**src/sdps_regs.svh**
```systemverilog
// constants of the sdram pattern sequencer: start addresses, pattern words, timing
`ifndef SDPS_REGS_SVH
`define SDPS_REGS_SVH

`define SDPS_START_SREAD 6'h00
`define SDPS_START_BREAD 6'h08
`define SDPS_START_SWRITE 6'h18
`define SDPS_ROUTINE_WORDS 6'h08

`define SDPS_W_ACTIVATE 32'h0F0C_F000
`define SDPS_W_TRCD_NOP 32'hFFFF_F100
`define SDPS_W_SREAD_CMD 32'h00AF_3C00
`define SDPS_W_SREAD_CAS 32'h00F0_F000
`define SDPS_W_SREAD_END 32'hF0FF_FC05
`define SDPS_W_SWRITE_CMD 32'h00A3_3C04
`define SDPS_W_SWRITE_END 32'h00F0_F001
`define SDPS_W_BREAD_CMD 32'h00FF_3C00
`define SDPS_W_BREAD_CAS 32'hF0FF_F000
`define SDPS_W_BREAD_ACK4 32'hF0FF_FF04
`define SDPS_W_BREAD_ACK2 32'hF0FF_FD04
`define SDPS_W_BREAD_ACK7 32'hFFFF_FC04
`define SDPS_W_BREAD_END 32'hFFFF_FC05
`define SDPS_W_EMPTY 32'h0000_0000

`define SDPS_QPH_FIRST 2'h0
`define SDPS_QPH_LAST 2'h3
`define SDPS_GP_DRIVE_LOW 2'h2
`define SDPS_GP_DRIVE_HIGH 2'h3

`endif

```
**src/sdps_pkg.sv**
```systemverilog
// types of the sdram pattern sequencer
package sdps_pkg;

	typedef enum logic [0:0] {
		SDPS_IDLE = 1'b0,
		SDPS_RUN = 1'b1
	} sdps_state_type;

	typedef enum logic [1:0] {
		SDPS_KIND_SREAD = 2'b00,
		SDPS_KIND_BREAD = 2'b01,
		SDPS_KIND_SWRITE = 2'b10,
		SDPS_KIND_NONE = 2'b11
	} sdps_kind_type;

	// msb first: cs_phase1_level sits in bit 31, last-word flag in bit 0
	typedef struct packed {
		logic [3:0] cs_level;
		logic [3:0] byte_strobe_level;
		logic [1:0] gp_line0_first_half;
		logic [1:0] gp_line0_second_half;
		logic [9:0] gp_other;
		logic [1:0] repeat_count;
		logic loop_mark;
		logic exception_branch_enable;
		logic [1:0] address_source_select;
		logic next_burst_address;
		logic ack_assert_bit;
		logic bank_disable_timer_on;
		logic last_word;
	} sdps_word_type;

	typedef struct packed {
		logic we;
		logic [5:0] addr;
		logic [31:0] data;
	} sdps_wr_type;

endpackage

```
**src/sdps_sequencer.sv**
```systemverilog
// sdram pattern sequencer: steps pattern words in quarter phases and drives the pins
`timescale 1ns/1ps
`default_nettype none
`include "sdps_regs.svh"

// What this block does
// - single read starts at word 0x00, five used
// - single read command leaves row open
// - nop word after activate covers row delay
// - wait word after read covers cas latency
// - single read ends acking with last flag
// - single write starts at word 0x18, four used
// - single write command acks without auto precharge
// - single write ends with precharge, last flag
// - burst read starts 0x08, auto precharge read
// - first four burst acks from repeated word
// - fifth and sixth acks from second word
// - seventh ack negates byte strobes
// - eighth ack word ends burst pattern
// - repeat field executes word one to four times
// - last word applies, then request is done
// - ack bit drives transfer acknowledge that cycle
// - chip select bits map quarter phases 1-4
module sdps_sequencer
	import sdps_pkg::*;
(
	input wire logic sys_clk_i,
	input wire logic rst_n_i,
	input wire logic ce_i,
	input wire logic req_valid_i,
	input wire sdps_kind_type req_kind_i,
	input wire logic gp0_default_i,
	input wire sdps_wr_type pat_wr_i,
	output logic chip_select_n_o,
	output logic byte_strobe_n_o,
	output logic transfer_acknowledge_o,
	output logic gp_line0_o,
	output logic [1:0] address_source_select_o,
	output logic next_burst_address_o,
	output logic busy_o,
	output logic done_o
);

	sdps_state_type state_ff, nxt_state;
	logic [5:0] ptr_ff, nxt_ptr;
	logic [1:0] redo_ff, nxt_redo;
	logic [1:0] qph_ff, nxt_qph;
	logic done_ff, nxt_done;
	logic busy_ff;
	logic cs_n_ff, nxt_cs_n;
	logic bs_n_ff, nxt_bs_n;
	logic ack_ff, nxt_ack;
	logic gp0_ff, nxt_gp0;
	logic [1:0] amx_ff, nxt_amx;
	logic na_ff, nxt_na;
	sdps_word_type word;
	logic [1:0] gp_half;

	sdps_pattern_store u_store (
		.sys_clk_i(sys_clk_i),
		.rst_n_i(rst_n_i),
		.ce_i(ce_i),
		.wr_i(pat_wr_i),
		.rd_addr_i(ptr_ff),
		.rd_word_o(word)
	);

	////////////////////////////////////////////////////////////////////////////////
	// sequencing: four sys clocks make one bus clock, one word execution per bus clock

	always_comb begin
		nxt_state = state_ff;
		nxt_ptr = ptr_ff;
		nxt_redo = redo_ff;
		nxt_qph = qph_ff;
		nxt_done = 1'b0;
		case (state_ff)
			SDPS_IDLE: begin
				nxt_qph = `SDPS_QPH_FIRST;
				nxt_redo = 2'h0;
				// an undefined kind is ignored rather than running an empty pattern
				if (req_valid_i && req_kind_i != SDPS_KIND_NONE) begin
					nxt_state = SDPS_RUN;
					if (req_kind_i == SDPS_KIND_SREAD) begin
						nxt_ptr = `SDPS_START_SREAD;
					end else if (req_kind_i == SDPS_KIND_BREAD) begin
						nxt_ptr = `SDPS_START_BREAD;
					end else begin
						nxt_ptr = `SDPS_START_SWRITE;
					end
				end
			end
			SDPS_RUN: begin
				nxt_qph = qph_ff + 2'h1;
				if (qph_ff == `SDPS_QPH_LAST) begin
					if (redo_ff != word.repeat_count) begin
						nxt_redo = redo_ff + 2'h1;
					end else if (word.last_word) begin
						nxt_state = SDPS_IDLE;
						nxt_done = 1'b1;
					end else begin
						nxt_ptr = ptr_ff + 6'h01;
						nxt_redo = 2'h0;
					end
				end
			end
			default: begin
				nxt_state = SDPS_IDLE;
			end
		endcase
	end

	always_ff @(posedge sys_clk_i or negedge rst_n_i) begin
		if (!rst_n_i) begin
			state_ff <= SDPS_IDLE;
			ptr_ff <= 6'h00;
			redo_ff <= 2'h0;
			qph_ff <= 2'h0;
			done_ff <= 1'b0;
			busy_ff <= 1'b0;
		end else if (ce_i) begin
			state_ff <= nxt_state;
			ptr_ff <= nxt_ptr;
			redo_ff <= nxt_redo;
			qph_ff <= nxt_qph;
			done_ff <= nxt_done;
			busy_ff <= (nxt_state == SDPS_RUN);
		end
	end

	////////////////////////////////////////////////////////////////////////////////
	// pin levels: registered, so pins trail the quarter phase by one sys clock

	always_comb begin
		gp_half = qph_ff[1] ? word.gp_line0_second_half : word.gp_line0_first_half;
		nxt_cs_n = 1'b1;
		nxt_bs_n = 1'b1;
		nxt_ack = 1'b0;
		nxt_gp0 = gp0_default_i;
		nxt_amx = 2'h0;
		nxt_na = 1'b0;
		if (state_ff == SDPS_RUN) begin
			nxt_cs_n = word.cs_level[~qph_ff];
			nxt_bs_n = word.byte_strobe_level[~qph_ff];
			// one ack pulse per execution so repeated words count every beat
			nxt_ack = word.ack_assert_bit && (qph_ff == `SDPS_QPH_FIRST);
			nxt_amx = word.address_source_select;
			nxt_na = word.next_burst_address;
			if (gp_half == `SDPS_GP_DRIVE_LOW) begin
				nxt_gp0 = 1'b0;
			end else if (gp_half == `SDPS_GP_DRIVE_HIGH) begin
				nxt_gp0 = 1'b1;
			end
		end
	end

	always_ff @(posedge sys_clk_i or negedge rst_n_i) begin
		if (!rst_n_i) begin
			cs_n_ff <= 1'b1;
			bs_n_ff <= 1'b1;
			ack_ff <= 1'b0;
			gp0_ff <= 1'b0;
			amx_ff <= 2'h0;
			na_ff <= 1'b0;
		end else if (ce_i) begin
			cs_n_ff <= nxt_cs_n;
			bs_n_ff <= nxt_bs_n;
			ack_ff <= nxt_ack;
			gp0_ff <= nxt_gp0;
			amx_ff <= nxt_amx;
			na_ff <= nxt_na;
		end
	end

	assign chip_select_n_o = cs_n_ff;
	assign byte_strobe_n_o = bs_n_ff;
	assign transfer_acknowledge_o = ack_ff;
	assign gp_line0_o = gp0_ff;
	assign address_source_select_o = amx_ff;
	assign next_burst_address_o = na_ff;
	assign busy_o = busy_ff;
	assign done_o = done_ff;

	////////////////////////////////////////////////////////////////////////////////
	// checks

	AST_SREAD_START: assert property (@(posedge sys_clk_i) disable iff (!rst_n_i)
		(ce_i && state_ff == SDPS_IDLE && req_valid_i && req_kind_i == SDPS_KIND_SREAD)
		|=> (ptr_ff == `SDPS_START_SREAD && busy_o)
	) else $error("single read did not start at word 0x00");

	AST_SWRITE_START: assert property (@(posedge sys_clk_i) disable iff (!rst_n_i)
		(ce_i && state_ff == SDPS_IDLE && req_valid_i && req_kind_i == SDPS_KIND_SWRITE)
		|=> (ptr_ff == `SDPS_START_SWRITE)
	) else $error("single write did not start at word 0x18");

	AST_BREAD_START: assert property (@(posedge sys_clk_i) disable iff (!rst_n_i)
		(ce_i && state_ff == SDPS_IDLE && req_valid_i && req_kind_i == SDPS_KIND_BREAD)
		|=> (ptr_ff == `SDPS_START_BREAD)
	) else $error("burst read did not start at word 0x08");

	AST_LAST_ENDS: assert property (@(posedge sys_clk_i) disable iff (!rst_n_i)
		(ce_i && state_ff == SDPS_RUN && qph_ff == `SDPS_QPH_LAST && word.last_word
			&& redo_ff == word.repeat_count)
		|=> (done_o && !busy_o && state_ff == SDPS_IDLE)
	) else $error("last word did not end the pattern");

	AST_STEP_AT_BUS_EDGE: assert property (@(posedge sys_clk_i) disable iff (!rst_n_i)
		// the jump to a routine's start address on a new request is not a step
		(state_ff == SDPS_RUN && $past(state_ff) == SDPS_RUN && $changed(ptr_ff))
		|-> ($past(qph_ff) == `SDPS_QPH_LAST && ptr_ff == $past(ptr_ff) + 6'h01)
	) else $error("word pointer moved off the bus clock boundary");

	AST_REDO_BOUND: assert property (@(posedge sys_clk_i) disable iff (!rst_n_i)
		(state_ff == SDPS_RUN) |-> (redo_ff <= word.repeat_count)
	) else $error("repeat count ran past the word's repeat field");

	AST_ACK_FROM_WORD: assert property (@(posedge sys_clk_i) disable iff (!rst_n_i)
		transfer_acknowledge_o |-> ($past(word.ack_assert_bit) && $past(qph_ff) == 2'h0
			&& $past(state_ff) == SDPS_RUN)
	) else $error("transfer acknowledge without the word's ack bit");

	AST_CS_IDLE_HIGH: assert property (@(posedge sys_clk_i) disable iff (!rst_n_i)
		(ce_i && state_ff == SDPS_IDLE) |=> chip_select_n_o
	) else $error("chip select driven while idle");

endmodule
`default_nettype wire

```
**src/sdps_pattern_store.sv**
```systemverilog
// pattern store: 64 words of flip-flops preloaded with the recommended routines
`timescale 1ns/1ps
`default_nettype none
`include "sdps_regs.svh"

module sdps_pattern_store
	import sdps_pkg::*;
(
	input wire logic sys_clk_i,
	input wire logic rst_n_i,
	input wire logic ce_i,
	input wire sdps_wr_type wr_i,
	input wire logic [5:0] rd_addr_i,
	output sdps_word_type rd_word_o
);

	function automatic logic [31:0] init_word(input logic [5:0] idx);
		logic [31:0] w;
		w = `SDPS_W_EMPTY;
		case (idx)
			6'h00, 6'h08, 6'h18: w = `SDPS_W_ACTIVATE;
			6'h01, 6'h09, 6'h19: w = `SDPS_W_TRCD_NOP;
			6'h02: w = `SDPS_W_SREAD_CMD;
			6'h03: w = `SDPS_W_SREAD_CAS;
			6'h04: w = `SDPS_W_SREAD_END;
			6'h0A: w = `SDPS_W_BREAD_CMD;
			6'h0B: w = `SDPS_W_BREAD_CAS;
			6'h0C: w = `SDPS_W_BREAD_ACK4;
			6'h0D: w = `SDPS_W_BREAD_ACK2;
			6'h0E: w = `SDPS_W_BREAD_ACK7;
			6'h0F: w = `SDPS_W_BREAD_END;
			6'h1A: w = `SDPS_W_SWRITE_CMD;
			6'h1B: w = `SDPS_W_SWRITE_END;
			default: w = `SDPS_W_EMPTY;
		endcase
		return w;
	endfunction

	logic [31:0] mem_ff [64];
	logic [31:0] nxt_mem [64];
	logic written_ff;
	logic nxt_written;

	genvar gi;
	generate
		for (gi = 0; gi < 64; gi++) begin : g_entry
			always_comb begin
				nxt_mem[gi] = mem_ff[gi];
				if (wr_i.we && (wr_i.addr == 6'(gi))) begin
					nxt_mem[gi] = wr_i.data;
				end
			end
			always_ff @(posedge sys_clk_i or negedge rst_n_i) begin
				if (!rst_n_i) begin
					mem_ff[gi] <= init_word(6'(gi));
				end else if (ce_i) begin
					mem_ff[gi] <= nxt_mem[gi];
				end
			end
		end
	endgenerate

	always_comb begin
		nxt_written = written_ff | wr_i.we;
	end

	always_ff @(posedge sys_clk_i or negedge rst_n_i) begin
		if (!rst_n_i) begin
			written_ff <= 1'b0;
		end else if (ce_i) begin
			written_ff <= nxt_written;
		end
	end

	assign rd_word_o = sdps_word_type'(mem_ff[rd_addr_i]);

	AST_SREAD_CMD_WORD: assert property (@(posedge sys_clk_i) disable iff (!rst_n_i)
		(!written_ff && rd_addr_i == 6'h02) |-> (rd_word_o == `SDPS_W_SREAD_CMD)
	) else $error("single read command word is not the preloaded one");

	AST_BREAD_ACK_WORDS: assert property (@(posedge sys_clk_i) disable iff (!rst_n_i)
		(!written_ff && rd_addr_i == 6'h0C) |-> (rd_word_o.repeat_count == 2'h3
			&& rd_word_o.ack_assert_bit && !rd_word_o.last_word)
	) else $error("burst read first ack word does not repeat four times");

endmodule
`default_nettype wire

```
**config.mk**
```make
export PLATFORM = sky130hd
export DESIGN_NAME = sdps_sequencer
export DESIGN_NICKNAME = d
export VERILOG_FILES = /design/src/sdps_pkg.sv /design/src/sdps_sequencer.sv /design/src/sdps_pattern_store.sv
export VERILOG_INCLUDE_DIRS = /design/src /design/src/src
export SDC_FILE = /design/constraint.sdc
export NUM_CORES = 2
export LEC_CHECK = 0
export ABC_AREA = 1
export BUFFER_PORTS_ARGS = -buffer_cell sky130_fd_sc_hd__buf_2
export CORE_MARGIN = 2
export CORE_UTILIZATION = 63
export DETAILED_ROUTE_END_ITERATION = 8
export PLACE_DENSITY = 0.79
export SYNTH_ARGS = -nofsm -noshare
export SYNTH_HDL_FRONTEND = slang
export SYNTH_SLANG_ARGS = --single-unit
```
**constraint.sdc**
```tcl
create_clock -name sys_clk_i -period 2.8 [get_ports sys_clk_i]
set_clock_uncertainty 0.2 [all_clocks]
set_input_delay 0.7 -clock sys_clk_i [delete_from_list [all_inputs] [get_ports sys_clk_i]]
set_output_delay 0.7 -clock sys_clk_i [all_outputs]
set_load 0.01 [all_outputs]
```
[Word-level counts from Yosys, hierarchy flattened]
Index checks and enable logic that the tools add are counted.
Cells by class
  $add $sub $neg: 3
  $lt $le $gt $ge: 2
  equality and inequality tests: 74
  mux-type cells: 37
  bitwise logic cells: 3
  reductions and logical operators: 135
Operators with widths (number)
  $bmux 32 s6: 1
  $eq 6x6->1 const B: 32
  $reduce_and 2->1: 64
  $eq 6x5->1 const B: 16
  $logic_and 1x1->1: 66
  $mux 32: 2
  $eq 6x4->1 const B: 8
  $eq 6x3->1 const B: 4
  $mux 6: 4
  $mux 1: 17
  $eq 6x2->1 const B: 2
  $pmux 6 s2: 1
  $mux 2: 5
  $mux 5: 2
  $ne 2x2->1 const B: 4
  $pmux 2 s2: 2
  $ge 7x7->1 const B: 1
  $not 6->7: 1
  $add 6x1->6 const B: 1
  $eq 2x2->1 const B: 3
  $eq 6x1->1 const B: 1
  $logic_not 6->1: 1
  $reduce_and 5->1: 1
  $add 2x1->2 const B: 2
  other kinds (11): 13
Storage, ports and cells
  register bits after elaboration: 2067
  input bits: 46
  output and inout port bits: 9
  word-level logic and storage cells: 329

[Longest topological paths before layout]
  word-level depth: 9
  depth in mapped cells: 19
  depth with buffers taken out: 16

[Cells and area by module]
A second synthesis with hierarchy kept.
Second synthesis, totals
  cell total of the unflattened synthesis: 11610
  area, all modules: 93360.8 um2
Modules (own cells, without submodules)
  sdps_pattern_store: instances 1, cells an instance 11463, area an instance 92212.2 um2, sequential area each 51580.7 um2
  sdps_sequencer: instances 1, cells an instance 147, area an instance 1148.6 um2, sequential area each 478.0 um2

[Worst setup path before layout]
OpenSTA, ideal clock, no wires.
  path type: input to register
  start point: input port ce_i
  end point: register u_store.mem_ff[192] (netlist bit)
  library setup time: 0.133 ns
  arrival time: 2.075 ns
  data required time: 2.467 ns
  path slack: 0.392 ns
  cell stages on the path: 9
  path buffers: 4
  cell sequence: buf_2 > nand2_1 > nor3_2 > buf_2 > nand2_1 > clkbuf_1 > clkbuf_1 > nand2_1 > o21ai_0
Between the ends
  word-level cells in the longest chain between the ends: 1
Ends and longest elaborated chain
  start, declared: line sdps_sequencer.sv:29  | input wire logic ce_i,
  $reduce_and 2->1 (no line)
  end signal, assigned by index: line sdps_pattern_store.sv:55  | mem_ff[gi] <= init_word(6'(gi));
  end signal, assigned by index: line sdps_pattern_store.sv:57  | mem_ff[gi] <= nxt_mem[gi];
  end, declared: line sdps_pattern_store.sv:39  | logic [31:0] mem_ff [64];
Every way passes these cells.
A chain may end at the register's enable or synchronous reset.

[Final worst setup path]
  start point: register ptr_ff[0]
  end point: register cs_n_ff (netlist: chip_select_n_o)
Between the ends
  word-level cells in the longest chain between the ends: 7
Ends and longest elaborated chain
  start, declared: line sdps_sequencer.sv:45  | logic [5:0] ptr_ff, nxt_ptr;
  start signal, assigned: line sdps_sequencer.sv:123  | ptr_ff <= nxt_ptr;
  $not 6->7 (not written as such): line sdps_pattern_store.sv:75  | assign rd_word_o = sdps_word_type'(mem_ff[rd_addr_i]);
  $bmux 32 s6: line sdps_pattern_store.sv:75
  $mux 32 (not written as such) (2 in a row): line sdps_pattern_store.sv:75
  $bmux 1 s2: line sdps_sequencer.sv:143  | nxt_cs_n = word.cs_level[~qph_ff];
  $mux 1 (not written as such): line sdps_sequencer.sv:143
  $mux 1: line sdps_sequencer.sv:142  | if (state_ff == SDPS_RUN) begin
  end signal, assigned: line sdps_sequencer.sv:166  | cs_n_ff <= nxt_cs_n;
  end, declared: line sdps_sequencer.sv:50  | logic cs_n_ff, nxt_cs_n;
Every way passes these cells. The select of a mux whose other input is x is not followed.

==> summary.md <==
| Metric | Value |
|---|---|
| Status | finished, violations left |
| Violations in the final reports | negative setup slack |
| Worst skew pair latency | between 700 and 800 ps |
| Diode count | 0 |
| Post-synthesis cell count | about 6,800 |
| Top cell type's share of synthesized area | 49.2% |
| Via count of the first global-routing pass | 47,100 |
| Critical path's slowest cell | dfrtp_4 |
| H-Tree Depth | 4 |
| Crit share post-route | 101% |
| Gr usage total | about two fifths |
| CP endpoint kind | flop |
| DP Worst Slack | -29.7 ps |
| DR vias | 50,300 |
| CP delay by family, top | simple AND/OR/NAND/NOR gates |
| Bufs and invs on worst path | 5 |
| Distinct cells, synth | 39 |
| Hold_ws | 217 ps |
| Commonest register cell after synthesis | dfrtp_1 |
| DR DRC count | 0 |
| Achievable Freq | 0.352 GHz |
| Worst-path clk slew | 60 ps |
| Placed cells | a little under 8,000 |
| Start point of the critical path | ptr_ff[0]$_DFFE_PN0P_ |
| DRT Pass-1 Iters | 9 |
| Antenna violations before repair | 6 |
| Actual slew at the worst max-slew pin | between 700 and 800 ps |
| Slew Limit Headroom | approximately half |
| Post-synthesis sequential element count | 1,235 |
| Seq/Total Area, Yosys | roughly 56% |
| Placement Rows | 109 |
| Post-route setup TNS | -128 ps |
| Required @ worst endpoint | approximately 3300 ps |
| Max Cap Viol | 0 |
| Congestion Overflow GR | 0 |
| Fin. max-slew vios | 0 |
| Root buffer cell | clkbuf_16 |
| R2R Setup Slk | -40 ps |
| R2R Path End | chip_select_n_o$_DFFE_PN1P_ |
| Crit Path Max Fanout | 19 |
| Setup-failing EPs final | 10 |
| Initial core utilization | 63.4% |
| RSZ-0062 raised after global routing | yes |
| Worst ir drop on vdd | 0.880 mV |
| Layout cell share with drive strength beyond 1 | 12.7% |
| Synth area leader | dfrtp_1 |
| Die ar. | between 90,000 and 100,000 µm² |
| Worst endpoint data arrival time | 3310 ps |
| DIE WIDTH | ~300 µm |
| Setup crit end | chip_select_n_o$_DFFE_PN1P_ |
| Final GP Congestion | 0.971 |
| CTS max path bufs | 3 |
| Post-DRT Antenna Nets | 0 |
| Worst hold path type | in2reg |
| Crit path largest cell delay | between 500 and 600 ps |
| Fillers | 6,419 |
| Yosys warnings | 0 |
| Mapped Nets | 6,861 |
| Largest net degree at the start of global routing | 78 |
| I/O Buffers | 41 |
| DR iter-0 viols | 7,472 |
| Crit start category | flop |
| FF-to-FF path depth | 16 |
| LEAKAGE | 28.4 nW |
| Area Growth Syn to Fin | 14.2% |
| Most frequent cells after synthesis | nand2_1 (2,193), o21ai_0 (1,556), dfrtp_1 (1,098) |
| Routed WL | 175,000 µm |
| Global-route wire length before repair | 272,000 µm |
| PD cells | 903 nW/µm² |
| Area of the core | 88,100 µm² |
| Crit path cell chain | clkinv_16, buf_16, buf_12, buf_4, nand2_1, a21oi_1, nor3_2, nand2_2, nand3_1, nand3_1, nand3_1, nand2_1, nand2_1, nand2_1, o21bai_1, inv_1 |
| Hold Fails Final Rpt | 0 |
| I/O Pins | 55 |
| Most numerous cell on the critical path | nand2_1 |
| Worst R2R Start | ptr_ff[0]$_DFFE_PN0P_ |
| DP Wirelength | 103,000 µm |
| Crit Path Class | reg2reg |
| Post-route minimum period | ~2800 ps |
| Final WS setup | -39.9 ps |
| Die Y | 302 µm |
| CTS sink count | 1,235 |
| Number of synthesized flops with an enable pin | 0 |
| Vias per cell | 6.29 |
| Async SR Flop Fraction | 100% |
| Post-Layout Cell Count | 7,999 |
| Per-cell routed wire length | 21.9 µm |
| Mapped Area | 55,900 µm² |
| Num CTS Buffers | 131 |
| Count leader, synth | nand2_1 |
| CTS tree | done |
| Nets | 6,785 |
| Avg Cell Area, Syn | 8.20 µm² |
| Cell count along the critical path | 16 |
| Ranking of synthesized cells by area | dfrtp_1 (49%), nand2_1 (15%), o21ai_0 (14%) |
-- what timing repair did --
| item | CTS | global route |
|---|---|---|
| resized for setup | 33 | 82 |
| buffers inserted | 7 | 6 |
| pin swaps | 1 | 8 |
| cloned | 5 | 2 |
| hold buffers | 1 | 0 |
| endpoints found under the setup margin | 11 | 17 |
| hold endpoints to repair | 35 | 0 |
-- final cells by class --
class                   count  area (µm²)  area share, %
clock buffers             188        3880           6.08
clock inverters            43         601          0.942
inverters                  63         273          0.428
multi-input cells        4886       22000           34.5
flip-flops and latches   1235       31100           48.7
well taps                1165        1460           2.29
repair buffers            417        4450           6.98
repair inverters            2        32.5         0.0510
-- worst min-delay path by stage --
| stage | end | cells past startpoint | start |
|---|---|---|---|
| finish | qph_ff[1]$_DFFE_PN0P_ | 3 | ce_i |
| global placement | u_store.mem_ff[183]$_DFFE_PN0P_ | 2 | u_store.mem_ff[183]$_DFFE_PN0P_ |
| floorplan | address_source_select_o[0]$_DFFE_PN0P_ | 0 | rst_n_i |
| global route | qph_ff[1]$_DFFE_PN0P_ | 3 | ce_i |
| CTS | qph_ff[1]$_DFFE_PN0P_ | 3 | ce_i |
| detailed placement | u_store.mem_ff[217]$_DFFE_PN0P_ | 2 | u_store.mem_ff[217]$_DFFE_PN0P_ |
-- power by group --
group | internal, mW | switching, mW
logic | 6.57 | 12.4
clock network | 10.9 | 7.15
registers | 19.5 | 1.07
total | 37.0 | 20.6
-- logic make-up after synthesis --
family	share of synthesized area (%)
flops	55.6
mux	0.0358
simple gates	20.3
fa+ha+maj	0.0672
xor+xnor	0.0470
compound gates	18.3
buf+inv	5.64
-- layout by cell type (no fill, tap or decap), types with 15 or more instances in the layout --
master        n
nand2_1    2177
o21ai_0    1543
dfrtp_1    1094
nor2_1      385
buf_4       257
nand3_1     218
o22ai_1     168
a21oi_1     154
clkbuf_16   138
dfstp_2     137
buf_12       94
o21ai_1      59
nor3_1       55
buf_2        40
inv_1        37
nand3_2      29
clkbuf_8     26
clkbuf_1     25
inv_2        21
clkinv_2     19
nand2_2      15
a21boi_0     15
-- per-layer routing --
| layer | global-route usage (%) | share of wire, % | vias up |
|---|---|---|---|
| met5 | 0 | 0.019 | - |
| met1 | 53.7 | 39 | 24300 |
| met2 | 57.1 | 44 | 3111 |
| met3 | 9.82 | 12 | 544 |
| li1 | - | - | 22400 |
| met4 | 19.4 | 4.7 | 6 |
-- worst register-to-register path: stages (launching register included) --
cell and delay [ps]:
dfrtp_4 580, clkinv_16 150, buf_16 200, buf_12 180, buf_4 190, nand2_1 70
a21oi_1 80, nor3_2 230, nand2_2 140, nand3_1 140, nand3_1 150, nand3_1 120
nand2_1 50, nand2_1 50, nand2_1 50, o21bai_1 140, inv_1 60
-- sequential cells by signal, summed over array words and instances (netlist names) --
name	cells
next_burst_address_o	1
done_o	1
redo_ff	2
transfer_acknowledge_o	1
address_source_select_o	2
u_store.mem_ff	1216
gp_line0_o	1
byte_strobe_n_o	1
ptr_ff	6
chip_select_n_o	1
qph_ff	2
busy_o	1
-- metrics by stage --
| stage | util (%) | area, µm² | total power [mW] |
|---|---|---|---|
| detailed placement | 66.4 | 58500 | 37.8 |
| floorplan | - | 55900 | 30.8 |
| CTS | 71.9 | 63400 | 56.4 |
| finish | 72.4 | 63800 | 57.6 |
| global placement | 66.4 | 58500 | 37.5 |
| global route | 72.4 | 63800 | 59.8 |
(Power assumes the default switching activity.)
